`config.mk`:
```
export PLATFORM = sky130hd
export DESIGN_NAME = tpec_counter
export DESIGN_NICKNAME = d
export VERILOG_FILES = /design/src/logic/tpec_pkg.sv /design/src/logic/tpec_phase_decode.sv /design/src/logic/tpec_counter.sv
export VERILOG_INCLUDE_DIRS = /design/src /design/src/logic
export SDC_FILE = /design/constraint.sdc
export NUM_CORES = 1
export LEC_CHECK = 0
export BUFFER_PORTS_ARGS = -buffer_cell sky130_fd_sc_hd__buf_4
export CORE_MARGIN = 3
export CORE_UTILIZATION = 56
export CTS_CLUSTER_SIZE = 12
export DETAILED_ROUTE_END_ITERATION = 16
export PLACE_DENSITY = 0.87
export REMOVE_ABC_BUFFERS = 1
export SYNTH_ARGS = -nofsm -noshare
export SYNTH_HDL_FRONTEND = slang
export SYNTH_HIERARCHICAL = 1
export SYNTH_SLANG_ARGS = --single-unit
```
`constraint.sdc`:
```
create_clock -name mclk -period 3.4 [get_ports mclk]
set_input_delay 0.51 -clock mclk [delete_from_list [all_inputs] [get_ports mclk]]
set_output_delay 0.51 -clock mclk [all_outputs]
set_load 0.005 [all_outputs]
```
`src/logic/tpec_defines.svh`:
```
/*
 * constants for the two-phase event counter: widths, reset values, count limits.
 * assumes it is included by bare name from the package and the modules.
 */
`ifndef TPEC_DEFINES_SVH
`define TPEC_DEFINES_SVH

`define TPEC_CNT_W        16
`define TPEC_CNT_RST      16'h0000
`define TPEC_RELOAD_RST   16'h0000
`define TPEC_CNT_MAX      16'hffff
`define TPEC_CNT_MIN      16'h0000
`define TPEC_SYNC_RST     2'h0
`define TPEC_FILT_RST     2'h0

`endif

```
`src/logic/tpec_pkg.sv`:
```
/*
 * types shared by the two-phase event counter modules.
 * assumes tpec_defines.svh is on the include path.
 */
`include "tpec_defines.svh"

package tpec_pkg;

    typedef logic [`TPEC_CNT_W-1:0] tpec_cnt_t;

    // channel personality: fixes which decoders may be chosen
    typedef enum logic [1:0]
    {
        TPEC_CH_TWO   = 2'h0,
        TPEC_CH_THREE = 2'h1,
        TPEC_CH_FOUR  = 2'h2
    } tpec_chan_e;

    // direction of one decoded count step
    typedef enum logic [2:0]
    {
        TPEC_STEP_NONE = 3'h1,
        TPEC_STEP_UP   = 3'h2,
        TPEC_STEP_DOWN = 3'h4
    } tpec_step_e;

endpackage : tpec_pkg

```
`src/logic/tpec_phase_decode.sv`:
```
/*
 * pin synchroniser and two-phase decoder for one counter channel.
 * assumes the pins are asynchronous to mclk and change slower than mclk.
 */
`timescale 1ns/1ns
`include "tpec_defines.svh"

module tpec_phase_decode
    import tpec_pkg::*;
(
    input  wire logic       mclk,
    input  wire logic       rst_n,
    input  wire logic       phase_count_pin,
    input  wire logic       phase_reference_pin,
    input  wire logic       mul4_sel,
    output tpec_step_e      step
);

    logic [1:0] meta_q;
    logic [1:0] meta_d;
    logic [1:0] sync_q;
    logic [1:0] sync_d;
    logic [1:0] prev_q;
    logic [1:0] prev_d;
    tpec_step_e step_c;

    // ************************************************
    // synchronise both pins, remember last sampled pair
    // ************************************************
    always_comb
    begin
        meta_d = {phase_reference_pin, phase_count_pin};
        sync_d = meta_q;
        prev_d = sync_q;
    end

    always_ff @(posedge mclk or negedge rst_n)
    begin
        if (!rst_n)
        begin
            meta_q <= `TPEC_SYNC_RST;
            sync_q <= `TPEC_SYNC_RST;
            prev_q <= `TPEC_FILT_RST;
        end
        else
        begin
            meta_q <= meta_d;
            sync_q <= sync_d;
            prev_q <= prev_d;
        end
    end

    // ************************************************
    // decode edges; bit0 is the counting phase (a), bit1 the reference (b)
    // ************************************************
    always_comb
    begin
        step_c = TPEC_STEP_NONE;
        if (mul4_sel)
        begin
            // every edge of either phase; a leading b counts up
            if (sync_q[0] != prev_q[0] && sync_q[1] == prev_q[1])
                step_c = (sync_q[0] != sync_q[1]) ? TPEC_STEP_UP : TPEC_STEP_DOWN;
            else if (sync_q[1] != prev_q[1] && sync_q[0] == prev_q[0])
                step_c = (sync_q[0] == sync_q[1]) ? TPEC_STEP_UP : TPEC_STEP_DOWN;
            // both changing at once is an illegal jump and is ignored
        end
        else if (sync_q[1] && prev_q[1])
        begin
            // reference high: rising a counts up, falling a counts down
            if (sync_q[0] && !prev_q[0])
                step_c = TPEC_STEP_UP;
            else if (!sync_q[0] && prev_q[0])
                step_c = TPEC_STEP_DOWN;
        end
    end

    assign step = step_c;

endmodule : tpec_phase_decode

```
`src/logic/tpec_counter.sv`:
```
/*
 * two-phase event counter channel: 16-bit up/down counter with reload
 * holding register, start flag, read-back and overflow/underflow request.
 * assumes the cpu side drives wr_stb/wr_data, start and mode on mclk.
 */
`timescale 1ns/1ns
`include "tpec_defines.svh"


module tpec_counter
    import tpec_pkg::*;
#(
    parameter tpec_chan_e CHANNEL = TPEC_CH_THREE
)
(
    input  wire logic       mclk,
    input  wire logic       rst_n,
    input  wire logic       phase_count_pin,
    input  wire logic       phase_reference_pin,
    input  wire logic       count_start,
    input  wire logic       mul4_mode,
    input  wire logic       wr_stb,
    input  wire tpec_cnt_t  wr_data,
    output tpec_cnt_t       count_value,
    output tpec_cnt_t       reload_value,
    output logic            irq_req
);

    tpec_cnt_t  cnt_q;
    tpec_cnt_t  cnt_d;
    tpec_cnt_t  rld_q;
    tpec_cnt_t  rld_d;
    logic       irq_q;
    logic       irq_d;
    logic       mul4_sel;
    tpec_step_e step;

    // ************************************************
    // decoder choice per channel
    // ************************************************
    // the mode input only matters on channel three; others are strapped
    always_comb
    begin
        unique case (CHANNEL)
            TPEC_CH_TWO:   mul4_sel = 1'b0;
            TPEC_CH_FOUR:  mul4_sel = 1'b1;
            default:       mul4_sel = mul4_mode;
        endcase
    end

    tpec_phase_decode u_decode
    (
        .mclk                (mclk),
        .rst_n               (rst_n),
        .phase_count_pin     (phase_count_pin),
        .phase_reference_pin (phase_reference_pin),
        .mul4_sel            (mul4_sel),
        .step                (step)
    );

    // ************************************************
    // counter, reload register and request
    // ************************************************
    // a write in the same cycle as a wrap: the wrap reloads the new value
    always_comb
    begin
        cnt_d = cnt_q;
        rld_d = rld_q;
        irq_d = 1'b0;
        if (wr_stb)
            rld_d = wr_data;
        if (count_start)
        begin
            if (step == TPEC_STEP_UP)
            begin
                if (cnt_q == `TPEC_CNT_MAX)
                begin
                    cnt_d = rld_d;
                    irq_d = 1'b1;
                end
                else
                    cnt_d = cnt_q + 16'h0001;
            end
            else if (step == TPEC_STEP_DOWN)
            begin
                if (cnt_q == `TPEC_CNT_MIN)
                begin
                    cnt_d = rld_d;
                    irq_d = 1'b1;
                end
                else
                    cnt_d = cnt_q - 16'h0001;
            end
        end
        else if (wr_stb)
            cnt_d = wr_data;
    end

    always_ff @(posedge mclk or negedge rst_n)
    begin
        if (!rst_n)
        begin
            cnt_q <= `TPEC_CNT_RST;
            rld_q <= `TPEC_RELOAD_RST;
            irq_q <= 1'b0;
        end
        else
        begin
            cnt_q <= cnt_d;
            rld_q <= rld_d;
            irq_q <= irq_d;
        end
    end

    assign count_value  = cnt_q;
    assign reload_value = rld_q;
    assign irq_req      = irq_q;

    // ************************************************
    // helpers
    // ************************************************
    // one step past either end of the range; shared by the wrap checks so the
    // request and the no-request checks agree on where the ends are
    function automatic logic will_wrap(tpec_step_e s, tpec_cnt_t c);
        return (s == TPEC_STEP_UP && c == `TPEC_CNT_MAX)
            || (s == TPEC_STEP_DOWN && c == `TPEC_CNT_MIN);
    endfunction : will_wrap

    // ************************************************
    // checks
    // ************************************************
    hold_stopped_a : assert property (@(posedge mclk) disable iff (!rst_n)
        (!count_start && !wr_stb) |=> cnt_q == $past(cnt_q))
        else $error("count moved while stopped");

    load_stopped_a : assert property (@(posedge mclk) disable iff (!rst_n)
        (!count_start && wr_stb) |=> (cnt_q == $past(wr_data) && rld_q == cnt_q))
        else $error("stopped write did not load both");

    run_write_a : assert property (@(posedge mclk) disable iff (!rst_n)
        (count_start && wr_stb && step == TPEC_STEP_NONE)
        |=> (rld_q == $past(wr_data) && cnt_q == $past(cnt_q)))
        else $error("running write touched counter");

    up_count_a : assert property (@(posedge mclk) disable iff (!rst_n)
        (count_start && step == TPEC_STEP_UP && cnt_q != `TPEC_CNT_MAX)
        |=> cnt_q == $past(cnt_q) + 16'h0001)
        else $error("up step not counted");

    down_count_a : assert property (@(posedge mclk) disable iff (!rst_n)
        (count_start && step == TPEC_STEP_DOWN && cnt_q != `TPEC_CNT_MIN)
        |=> cnt_q == $past(cnt_q) - 16'h0001)
        else $error("down step not counted");

    wrap_irq_a : assert property (@(posedge mclk) disable iff (!rst_n)
        (count_start && will_wrap(step, cnt_q))
        |=> (irq_req && cnt_q == $past(rld_d)))
        else $error("wrap without request or reload");

    irq_cause_a : assert property (@(posedge mclk) disable iff (!rst_n)
        irq_req |-> $past(count_start) && $past(step) != TPEC_STEP_NONE)
        else $error("request without wrap");

    mode_fixed_a : assert property (@(posedge mclk) disable iff (!rst_n)
        mul4_sel == ((CHANNEL == TPEC_CH_FOUR) ||
                     (CHANNEL == TPEC_CH_THREE && mul4_mode)))
        else $error("decoder choice wrong for channel");

    normal_up_a : assert property (@(posedge mclk) disable iff (!rst_n)
        (!mul4_sel && step == TPEC_STEP_UP) |-> $past(phase_reference_pin, 3))
        else $error("normal count with reference low");

    // pin checks look back two samples for the sync stage, three for the pair before
    no_wrap_irq_a : assert property (@(posedge mclk) disable iff (!rst_n)
        !(count_start && will_wrap(step, cnt_q)) |=> !irq_req)
        else $error("request raised without a wrap");

    normal_rise_a : assert property (@(posedge mclk) disable iff (!rst_n)
        (!mul4_sel && step == TPEC_STEP_UP)
        |-> ($past(phase_count_pin, 2) && !$past(phase_count_pin, 3)
             && $past(phase_reference_pin, 2)))
        else $error("normal up without a rising count pin");

    normal_fall_a : assert property (@(posedge mclk) disable iff (!rst_n)
        (!mul4_sel && step == TPEC_STEP_DOWN)
        |-> (!$past(phase_count_pin, 2) && $past(phase_count_pin, 3)
             && $past(phase_reference_pin, 2) && $past(phase_reference_pin, 3)))
        else $error("normal down without a falling count pin");

    // a up means a moved to differ from b, or b moved to match a
    quad_up_a : assert property (@(posedge mclk) disable iff (!rst_n)
        (mul4_sel && step == TPEC_STEP_UP)
        |-> (($past(phase_count_pin, 2) != $past(phase_count_pin, 3)
              && $past(phase_count_pin, 2) != $past(phase_reference_pin, 2))
          || ($past(phase_reference_pin, 2) != $past(phase_reference_pin, 3)
              && $past(phase_count_pin, 2) == $past(phase_reference_pin, 2))))
        else $error("quadrature up against phase order");

    // only a write may move the reload register, running or not
    reload_hold_a : assert property (@(posedge mclk) disable iff (!rst_n)
        !wr_stb |=> rld_q == $past(rld_q))
        else $error("reload register moved without a write");

    stopped_quiet_a : assert property (@(posedge mclk) disable iff (!rst_n)
        !count_start |=> !irq_req)
        else $error("request while stopped");

    idle_hold_a : assert property (@(posedge mclk) disable iff (!rst_n)
        (step == TPEC_STEP_NONE && !wr_stb) |=> cnt_q == $past(cnt_q))
        else $error("count moved without a step");

endmodule : tpec_counter

```
### Word level (Yosys, flattened, before mapping)

Cells that the tools add are included.

* register bits after elaboration: 39
* bits in latches: 0
* memory bits (writable): 0
* bits in read-only memories: 0
* input bits: 23
* output and inout bits: 33
* logic and storage cells: 48
* memories kept: 0

* add/subtract/negate cells: 2
* multiply operators: 0
* div/mod/pow operators: 0
* $lt $le $gt $ge: 0
* equality and inequality tests: 10
* shifts and indexed selects: 0
* multiplexer cells: 20
* bitwise gates (word level): 0
* reductions and logical operators: 10

Operator list (number)
* 16-bit 2-to-1 mux: 7
* 3-bit 2-to-1 mux: 8
* 16-bit by 1-bit adder with 16-bit output, second input constant: 1
* 16-bit equality test, second input constant: 1
* 16-bit zero test: 1
* 16-bit by 1-bit subtractor with 16-bit output, second input constant: 1
* 1-bit logical AND: 5
* 1-bit 2-to-1 mux: 5
* 1-bit equality test: 3
* 3-bit by 2-bit equality test with 1-bit output, second input constant: 1
* 3-bit equality test, second input constant: 1
* 1-bit inequality test: 3
* 3-bit by 1-bit inequality test with 1-bit output, second input constant: 1
* 1-bit zero test: 2
* 2-bit AND reduction: 1
* 2-bit nonzero test: 1

### Longest topological paths before layout

Gate-level depths: netlist (run 1).

* depth in word-level cells: 10
* gate-level depth with buffers: 15
* gate-level depth less buffers: 13

### Cells and area by module

Netlist (run 1), hierarchy kept.

By module, submodules not included
* tpec_counter: instances 1, cells each 313, area an instance 2681.3 µm², sequential area each 825.8 µm²
* tpec_phase_decode: instances 1, cells each 27, area an instance 311.5 µm², sequential area each 150.1 µm²

### Worst setup path before layout (run 1)

Ideal clock, no wire load.

* path type: flip-flop to flip-flop
* from: register u_decode.sync_q[0], in the netlist u_decode/prev_d[0]
* to: register cnt_q[5], in the netlist count_value[5]
* library setup time: 0.133 ns
* arrival: 2.821 ns
* required time: 3.267 ns
* path slack: 0.446 ns
* cell stages (with the launch flop): 14
* path buffers: 2
* period minus slack after synthesis: 2.954 ns
* cell sequence: dfrtp_1 -> ha_1 -> inv_1 -> ha_1 -> nand3b_1 -> mux2i_1 -> o21bai_1 -> buf_4 -> or3b_1 -> a21oi_2 -> nor2_4 -> buf_6 -> a2111oi_4 -> o22ai_1

* elaborated cells between the ends (all ways): 23
* those cells by class: eq/ne: 7; mux: 10; reduce/logical: 6

RTL lines
* start, declared: line tpec_phase_decode.sv:21 `logic [1:0] sync_q;`
* start signal, assigned: line tpec_phase_decode.sv:42 `` sync_q <= `TPEC_SYNC_RST; ``
* start signal, assigned: line tpec_phase_decode.sv:48 `sync_q <= sync_d;`
* 1-bit equality test, on equally long branches: line tpec_phase_decode.sv:65, tpec_phase_decode.sv:64
* 3-bit 2-to-1 mux or 1-bit logical AND (tied branches): line tpec_phase_decode.sv:65, tpec_phase_decode.sv:64
* 3-bit 2-to-1 mux: line tpec_phase_decode.sv:64 `else if (sync_q[1] != prev_q[1] && sync_q[0] == prev_q[0])`
* 3-bit 2-to-1 mux: line tpec_phase_decode.sv:62 `if (sync_q[0] != prev_q[0] && sync_q[1] == prev_q[1])`
* 3-bit 2-to-1 mux (*): line tpec_phase_decode.sv:59 `if (mul4_sel)`
* net step[1]: line tpec_counter.sv:36 `tpec_step_e step;`
* 3-bit by 2-bit equality test with 1-bit output or 3-bit equality test (tied branches): line tpec_counter.sv:74, tpec_counter.sv:84
* 3-bit by 1-bit inequality test with 1-bit output (no source line) or 16-bit 2-to-1 mux (tied branches)
* 2-bit AND reduction (no source line) or 16-bit 2-to-1 mux (tied branches)
* end signal, assigned: line tpec_counter.sv:103 `` cnt_q <= `TPEC_CNT_RST; ``
* end signal, assigned: line tpec_counter.sv:109 `cnt_q <= cnt_d;`
* end, declared: line tpec_counter.sv:29 `tpec_cnt_t cnt_q;`

The timed path passes the listed nets; every way through them passes the cells marked *.
A chain may end at the register's enable or synchronous reset.

### Worst setup path after layout (run 1)

Ends and elaborated chain as after synthesis.

==> metrics.md, run 1 <==
| Metric | Value |
|---|---|
| Number of port buffers | 55 |
| Final instance area | 0.00358 mm² |
| Run status | complete, no violations |
| Cell area reported after detailed placement | roughly 0.0034 mm² |
| Layout Area Growth over Synthesis | 19.5% |
| Number of setup buffers added after CTS | 0 |
| Bufs on Longest Clock Path | 2 |
| Max-slew violations | 0 |
| Total Die Area | 0.00626 mm² |
| Violation count after the first detailed-route iteration | ~260 |
| Sequential cell area fraction in the yosys report | 32.6% |
| Synth Area in Compound Gates | 25.9% |
| Ant diodes | 0 |
| Power share of the sequential group | a little under two fifths |
| Number of buffers added to fix hold violations after cts | 0 |
| Reg clk slew, reported paths | roughly 0.08 ns |
| Worst reg2reg setup slack | 0.23 ns |
| Post-cts gate resize count | 0 |
| Internal power | 1.13 mW |
| Worst slew margin relative to its limit | 51.1% |
| Clock Sinks | 39 |
| Main area contributors after synthesis | dfrtp_1 (33%), nand2_1 (4.5%), o21ai_0 (3.5%) |
| Clock tree from TritonCTS | yes |
| Worst-case hold slack | ~0.18 ns |
| DRT Wirelength | 8600 µm |
| Effective utilization at floorplan | 60.6% |
| Req. time, crit path | around 3.6 ns |
| Max-capacitance violation count | 0 |
| Remaining routing DRC violations | 0 |
| Count of pins on the block boundary | 56 |
| Grt total ovfl | 0 |
| Area taken by flip-flops and latches | 976 µm² |
| Number of warnings reported in the yosys synthesis log | 6 |
| Share of synthesized cell area in full adder, half adder and majority cells | under 10% |
| Number of vias in the routed layout | 2910 |
| GPL Wtd Cong | 0.937 |
| Mapped Area | 0.00299 mm² |
| M3 GR Usage | 4.54% |
| Number of flip-flops and latches in the synthesized netlist | 39 |
| Total power of the final layout | 1.80 mW |
| Number of non-filler instances in the completed layout | 456 |
| Number of enable flip-flop cells after synthesis | 0 |
| Setup repair after global routing missed its margin | false |
| Area share of the leading cell type in the synthesized netlist | 32.6% |
| Mean instance size in the synthesized netlist | ~8.8 µm² |
| First-pass GRT wire length | 13900 µm |
| H-tree lvl count | 2 |
| Combinational power share | between 30 and 40% |
| Final setup TNS | 0 ns |
| Reported net switching power | 0.665 mW |
| Worst VDD drop | ~320 µV |
| Fraction of synthesized area in multiplexers | 5.43% |
| Estimated wirelength of the detail-placed design | 5960 µm |
| Final antenna-violating net count | 0 |
| Met1 track utilization from global routing | 39.3% |
| Worst Clk Skew | about 0.0032 ns |
| Global router's overall resource usage | between 20% and 30% |
| Maximum clock frequency | 315 MHz |
| Final Setup Violations | 0 |
| Vias in the first global route | 2745 |
| GRT met2 Usage | a little under half |
| Most common cell in the netlist | dfrtp_1 |
| Pin slew with the least headroom to its limit | approximately 0.73 ns |
| Die Ht | 79.1 µm |
| Clock network power share | 26.2% |
| Layout Nets | roughly 420 |
| Final clock period utilization by the worst path | 93.2% |
| Worst min-delay path class | in -> async |
| Xor and xnor area share after synthesis | 3.76% |
| Mapped Cells | 340 |
| Average vias per placed instance | 6.38 |
| Routed wire per std cell | 18.9 µm |
| Largest net degree at the start of global routing | 40 |
| Placed cell count | 448 |
| Largest area contributor in the synthesized netlist | dfrtp_1 |
| Share of synthesized flip-flops with an asynchronous set or reset | 100% |
| FP Rows | 25 |
| Clock period minus worst slack | 3.17 ns |
| Filler instances | 428 |
| Fraction of power spent switching nets | between 30% and 40% |
| Top_reg_cell synth | dfrtp_1 |
| Static Leakage | 1.53 nW |
| Number of detailed-route iterations in the first pass | 5 |
| Top fanout value on the critical path | 9 |
| Most frequent cells after synthesis | dfrtp_1 (39), nand2_1 (36), nor2_1 (22), o21ai_0 (21) |
| Clk Latency, worst-skew pair | about 0.29 ns |
| Fraction of final layout cells with drive strength greater than 1 | 26.7% |
| Number of antenna violations at the first check in global routing | 0 |
| DIE WIDTH | 79.1 µm |
| Critical Path Source Type | flop |
| Simple-Gate Fraction of Synth Area | 22.5% |
| PD cells | 502 mW/mm² |
| Layer with the highest usage after global routing | met2 |
| Crit end category | flop |
| CTS Buf Count | 5 |
| Classification of the worst setup path | reg -> reg |
| Area used by multi-input combinational logic | 0.00184 mm² |
| Main combinational cell family by area after synthesis | compound AO/OA/AOI/OAI gates |
| Clock tree root driver cell | clkbuf_8 |
| Crit path arrival time | 3.33 ns |
| Count of unique library cells instantiated by Yosys | 70 |
| Core area | about 0.0049 mm² |
| Hold Vio Cnt, Final | 0 |
[cell families after synthesis]
logic type / count (synthesis)
mux: 15
fa+ha+maj: 8
flops: 39
compound gates: 106
simple gates: 119
xor+xnor: 12
buf+inv: 41
[final timing paths]
check,startpoint,endpoint,depth (start not counted)
min in group mclk,phase_count_pin,u_decode/meta_q[0]$_DFF_PN0_,1
worst min register to register,u_decode/meta_q[0]$_DFF_PN0_,u_decode/prev_d[0]$_DFF_PN0_,0
worst min-delay path,rst_n,count_value[14]$_DFFE_PN0P_,1
max in group asynchronous,rst_n,reload_value[5]$_DFF_PN0_,1
worst max-delay path,u_decode/prev_d[0]$_DFF_PN0_,count_value[5]$_DFFE_PN0P_,12
worst max register to register,u_decode/prev_d[0]$_DFF_PN0_,count_value[5]$_DFFE_PN0P_,12
[state kept, by name, indices dropped and copies added, names as in the netlist]
name,cells
u_decode/prev_d,2
u_decode/meta_q,2
reload_value,16
u_decode/prev_q,2
irq_req,1
count_value,16
[final cells by class]
cell class	count	share of cell area, %
Multi-Input combinational cell	260	51.3
Sequential cell	39	27.3
Timing Repair Buffer	63	13.2
Tap cell	67	2.34
Inverter	19	1.99
Clock buffer	5	1.92
Clock inverter	3	1.89
[placed cells by master (no fill, tap or decap), types with 9 or more instances in the layout]
cell type,n
o21ai_0,21
mux2_2,9
inv_1,19
nand2_1,36
dfrtp_1,39
buf_4,63
a21oi_1,19
nor2_1,22
a31oi_1,10
[metal layers]
metal,up-vias,part of all wire (%)
li1,1363,-
met1,1369,43
met2,158,47
met3,20,7.8
met4,0,1.8
met5,-,0
[worst max-delay path: stages, from the launching register on]
cell and delay [ns]:
dfrtp_1 0.44, ha_1 0.35, inv_1 0.06, ha_1 0.21
nand3b_1 0.18, mux2i_1 0.13, o21bai_2 0.21, or3b_4 0.47
buf_4 0.20, o21ai_2 0.17, o32ai_1 0.21, a2111oi_4 0.30
o22ai_1 0.12
[per-stage QoR]
step | worst slack [ns] | utilization, %
floorplan | 0.315 | -
global placement | 0.328 | 69.4
detailed placement | 0.0998 | 69.4
CTS | 0.0535 | 72.1
global route | 0.0367 | 72.4
finish | 0.230 | 72.4
[power by group through the flow]
stage / registers [mW] / logic [mW] / clock network [mW]
3_5_place_dp: 0.684 / 0.629 / 0
2_1_floorplan: 0.663 / 0.378 / 0
6_report: 0.682 / 0.643 / 0.471
5_1_grt: 0.695 / 0.709 / 0.497
4_1_cts: 0.675 / 0.634 / 0.474
3_3_place_gp: 0.678 / 0.621 / 0
(Power assumes the default switching activity.)
==> run 2, diff against run 1 <==
Settings changed: CORE_ASPECT_RATIO set to 1.1.
==> run 2 against run 1 <==
Compared with the run above: combinational power rose by 2%; first-iteration DRC count rose by 4.3%; critical path depth did not move; die area barely moved; final area fell by 1.1%; clock power fell by 35%; critical endpoint is now count_value[15]$_DFFE_PN0P_.
==> metrics.md, run 2 (synthesis gave the netlist of run 1 again) <==
| Metric | Value |
|---|---|
| Run status | complete, no violations |
| Setup repair after global routing missed its margin | false |
| Dpl ws | around 0.23 ns |
| Classification of the worst setup path | reg -> reg |
| Most common cell after layout, fill and taps aside | buf_4 |
| Fraction of final layout cells with drive strength greater than 1 | 26.6% |
| Layout Area Growth over Synthesis | 18.2% |
| Effective utilization at floorplan | 58.7% |
| Clock network power share | between 10% and 20% |
| Power share of the sequential group | 41.2% |
| Routed wire per std cell | 18.2 µm |
| Critical Path Source Type | flop |
| Fraction of power spent switching nets | approximately two fifths |
| Placed cell count | 455 |
| Grt total ovfl | 0 |
| Number of antenna violations at the first check in global routing | 0 |
| Vias in the first global route | 2685 |
| Chain of cells forming the critical path | ha_1 -> inv_1 -> ha_1 -> nand3b_1 -> mux2i_1 -> o21bai_2 -> or3b_1 -> nor3_1 -> a211oi_1 -> a2111oi_1 -> a211oi_1 -> o22ai_1 |
| Area taken by flip-flops and latches | 976 µm² |
| Top layer in use | met4 |
| Total Die Area | 0.00626 mm² |
| Violation count after the first detailed-route iteration | approximately 270 |
| Routed wire length on met3 | ~740 µm |
| Clock tree from TritonCTS | yes |
| Crit end category | flop |
| Number of port buffers | 55 |
| Area used by multi-input combinational logic | 0.00183 mm² |
| Worst min-delay path class | in -> async |
| Number of buffer and inverter instances along the worst setup path | 1 |
| FP Rows | 27 |
| Top fanout value on the critical path | 8 |
| Final instance area | approximately 0.0035 mm² |
| Reported net switching power | 0.653 mW |
| Number of non-filler instances in the completed layout | around 460 |
| Clock period minus worst slack | 3.13 ns |
| CTS Buf Count | 5 |
| Reg clk slew, reported paths | 0.08 ns |
| Worst VDD drop | a little under 300 µV |
| Clk Latency, worst-skew pair | 0.29 ns |
| Internal power | 0.984 mW |
| PD cells | 463 mW/mm² |
| Hold Vio Cnt, Final | 0 |
| Final clock period utilization by the worst path | between 90% and 100% |
| Number of vias in the routed layout | 2964 |
| Largest net degree at the start of global routing | 40 |
| DRT Wirelength | 8430 µm |
| Commonest cells after routing, fill and taps aside | buf_4 (65), dfrtp_1 (39), nand2_1 (36) |
| Ant diodes | 0 |
| Remaining routing DRC violations | 0 |
| Pin slew with the least headroom to its limit | 0.732 ns |
| Core area | around 0.005 mm² |
| Max-capacitance violation count | 0 |
| Crit path arrival time | ~3.3 ns |
| Clock tree root driver cell | clkbuf_8 |
| Met1 routed wirelength after detailed routing | 3510 µm |
| Cell class contributing the biggest share of worst-path delay | compound AO/OA/AOI/OAI gates |
| Estimated wirelength of the detail-placed design | 6000 µm |
| DIE WIDTH | 75.7 µm |
| H-tree lvl count | 2 |
| Min setup slack post-route | 0.270 ns |
| Count of pins on the block boundary | 56 |
| Logic depth of the worst path, buffers included | 12 |
| Req. time, crit path | between 3 and 4 ns |
| First-pass GRT wire length | 13300 µm |
| Final setup TNS | 0 ns |
| Maximum clock frequency | 320 MHz |
| Met2 layer wire length in the routed design | 3940 µm |
| Bufs on Longest Clock Path | 2 |
| Worst slew margin relative to its limit | 51.2% |
| Global router's overall resource usage | around 28% |
| Static Leakage | 1.52 nW |
| Worst R2R Path Depth | 12 |
| Crit path largest cell delay | 0.46 ns |
| Filler instances | 415 |
| GPL Wtd Cong | 0.924 |
| Final Setup Violations | 0 |
| Average vias per placed instance | roughly 6.4 |
| Clock Sinks | 39 |
| Final antenna-violating net count | 0 |
| Number of buffers added to fix hold violations after cts | 0 |
| Layout Nets | 421 |
| Worst Clk Skew | 0.00838 ns |
| Max-slew violations | 0 |
| Critical-path cell with the highest stage delay | a2111oi_1 |
| Combinational power share | around 40% |
| Number of detailed-route iterations in the first pass | 5 |
| Cell area reported after detailed placement | 0.00345 mm² |
| Die Ht | 82.7 µm |
==> run 2: routing by layer <==
layer,track usage [%],vias to the layer above
met4,11.0,0
met5,0,-
met2,44.0,163
met3,6.05,24
met1,36.7,1417
li1,-,1360
==> run 2: worst paths after layout <==
kind	slack, ns	start	end
max in group asynchronous	2.85	rst_n	reload_value[13]$_DFF_PN0_
max	0.27	u_decode/prev_d[1]$_DFF_PN0_	count_value[15]$_DFFE_PN0P_
min in group mclk	0.33	phase_count_pin	u_decode/meta_q[0]$_DFF_PN0_
max reg2reg	0.27	u_decode/prev_d[1]$_DFF_PN0_	count_value[15]$_DFFE_PN0P_
min	0.18	rst_n	reload_value[10]$_DFF_PN0_
min reg2reg	0.35	u_decode/meta_q[1]$_DFF_PN0_	u_decode/prev_d[1]$_DFF_PN0_
==> run 2: area by class of cell <==
cell class	instances	area share (%)
Timing Repair Buffer	65	13.8
Clock inverter	3	0.424
Tap cell	72	2.55
Multi-Input combinational cell	260	51.7
Sequential cell	39	27.6
Clock buffer	5	1.94
Inverter	19	2.02
==> run 2: power by group through the flow <==
stage               clock network (mW)  registers, mW  logic, mW
global route                     0.337          0.690      0.720
detailed placement                   0          0.680      0.646
floorplan                            0          0.663      0.378
global placement                     0          0.677      0.634
finish                           0.308          0.675      0.654
CTS                              0.315          0.672      0.649
==> run 2: repair_timing <==
action | 4_1_cts | 5_1_grt
endpoints found under the setup margin | 0 | 1
resized for setup | 0 | 2
setup buffers | 0 | 0
==> run 2: per-stage QoR <==
step | util (%) | hold slack [ns] | power, mW
after floorplan | - | 0.214 | 1.04
after global placement | 67.6 | 0.336 | 1.31
after detailed placement | 67.6 | 0.336 | 1.33
after CTS | 69.3 | 0.209 | 1.64
after global routing | 69.4 | 0.213 | 1.75
final | 69.4 | 0.183 | 1.64
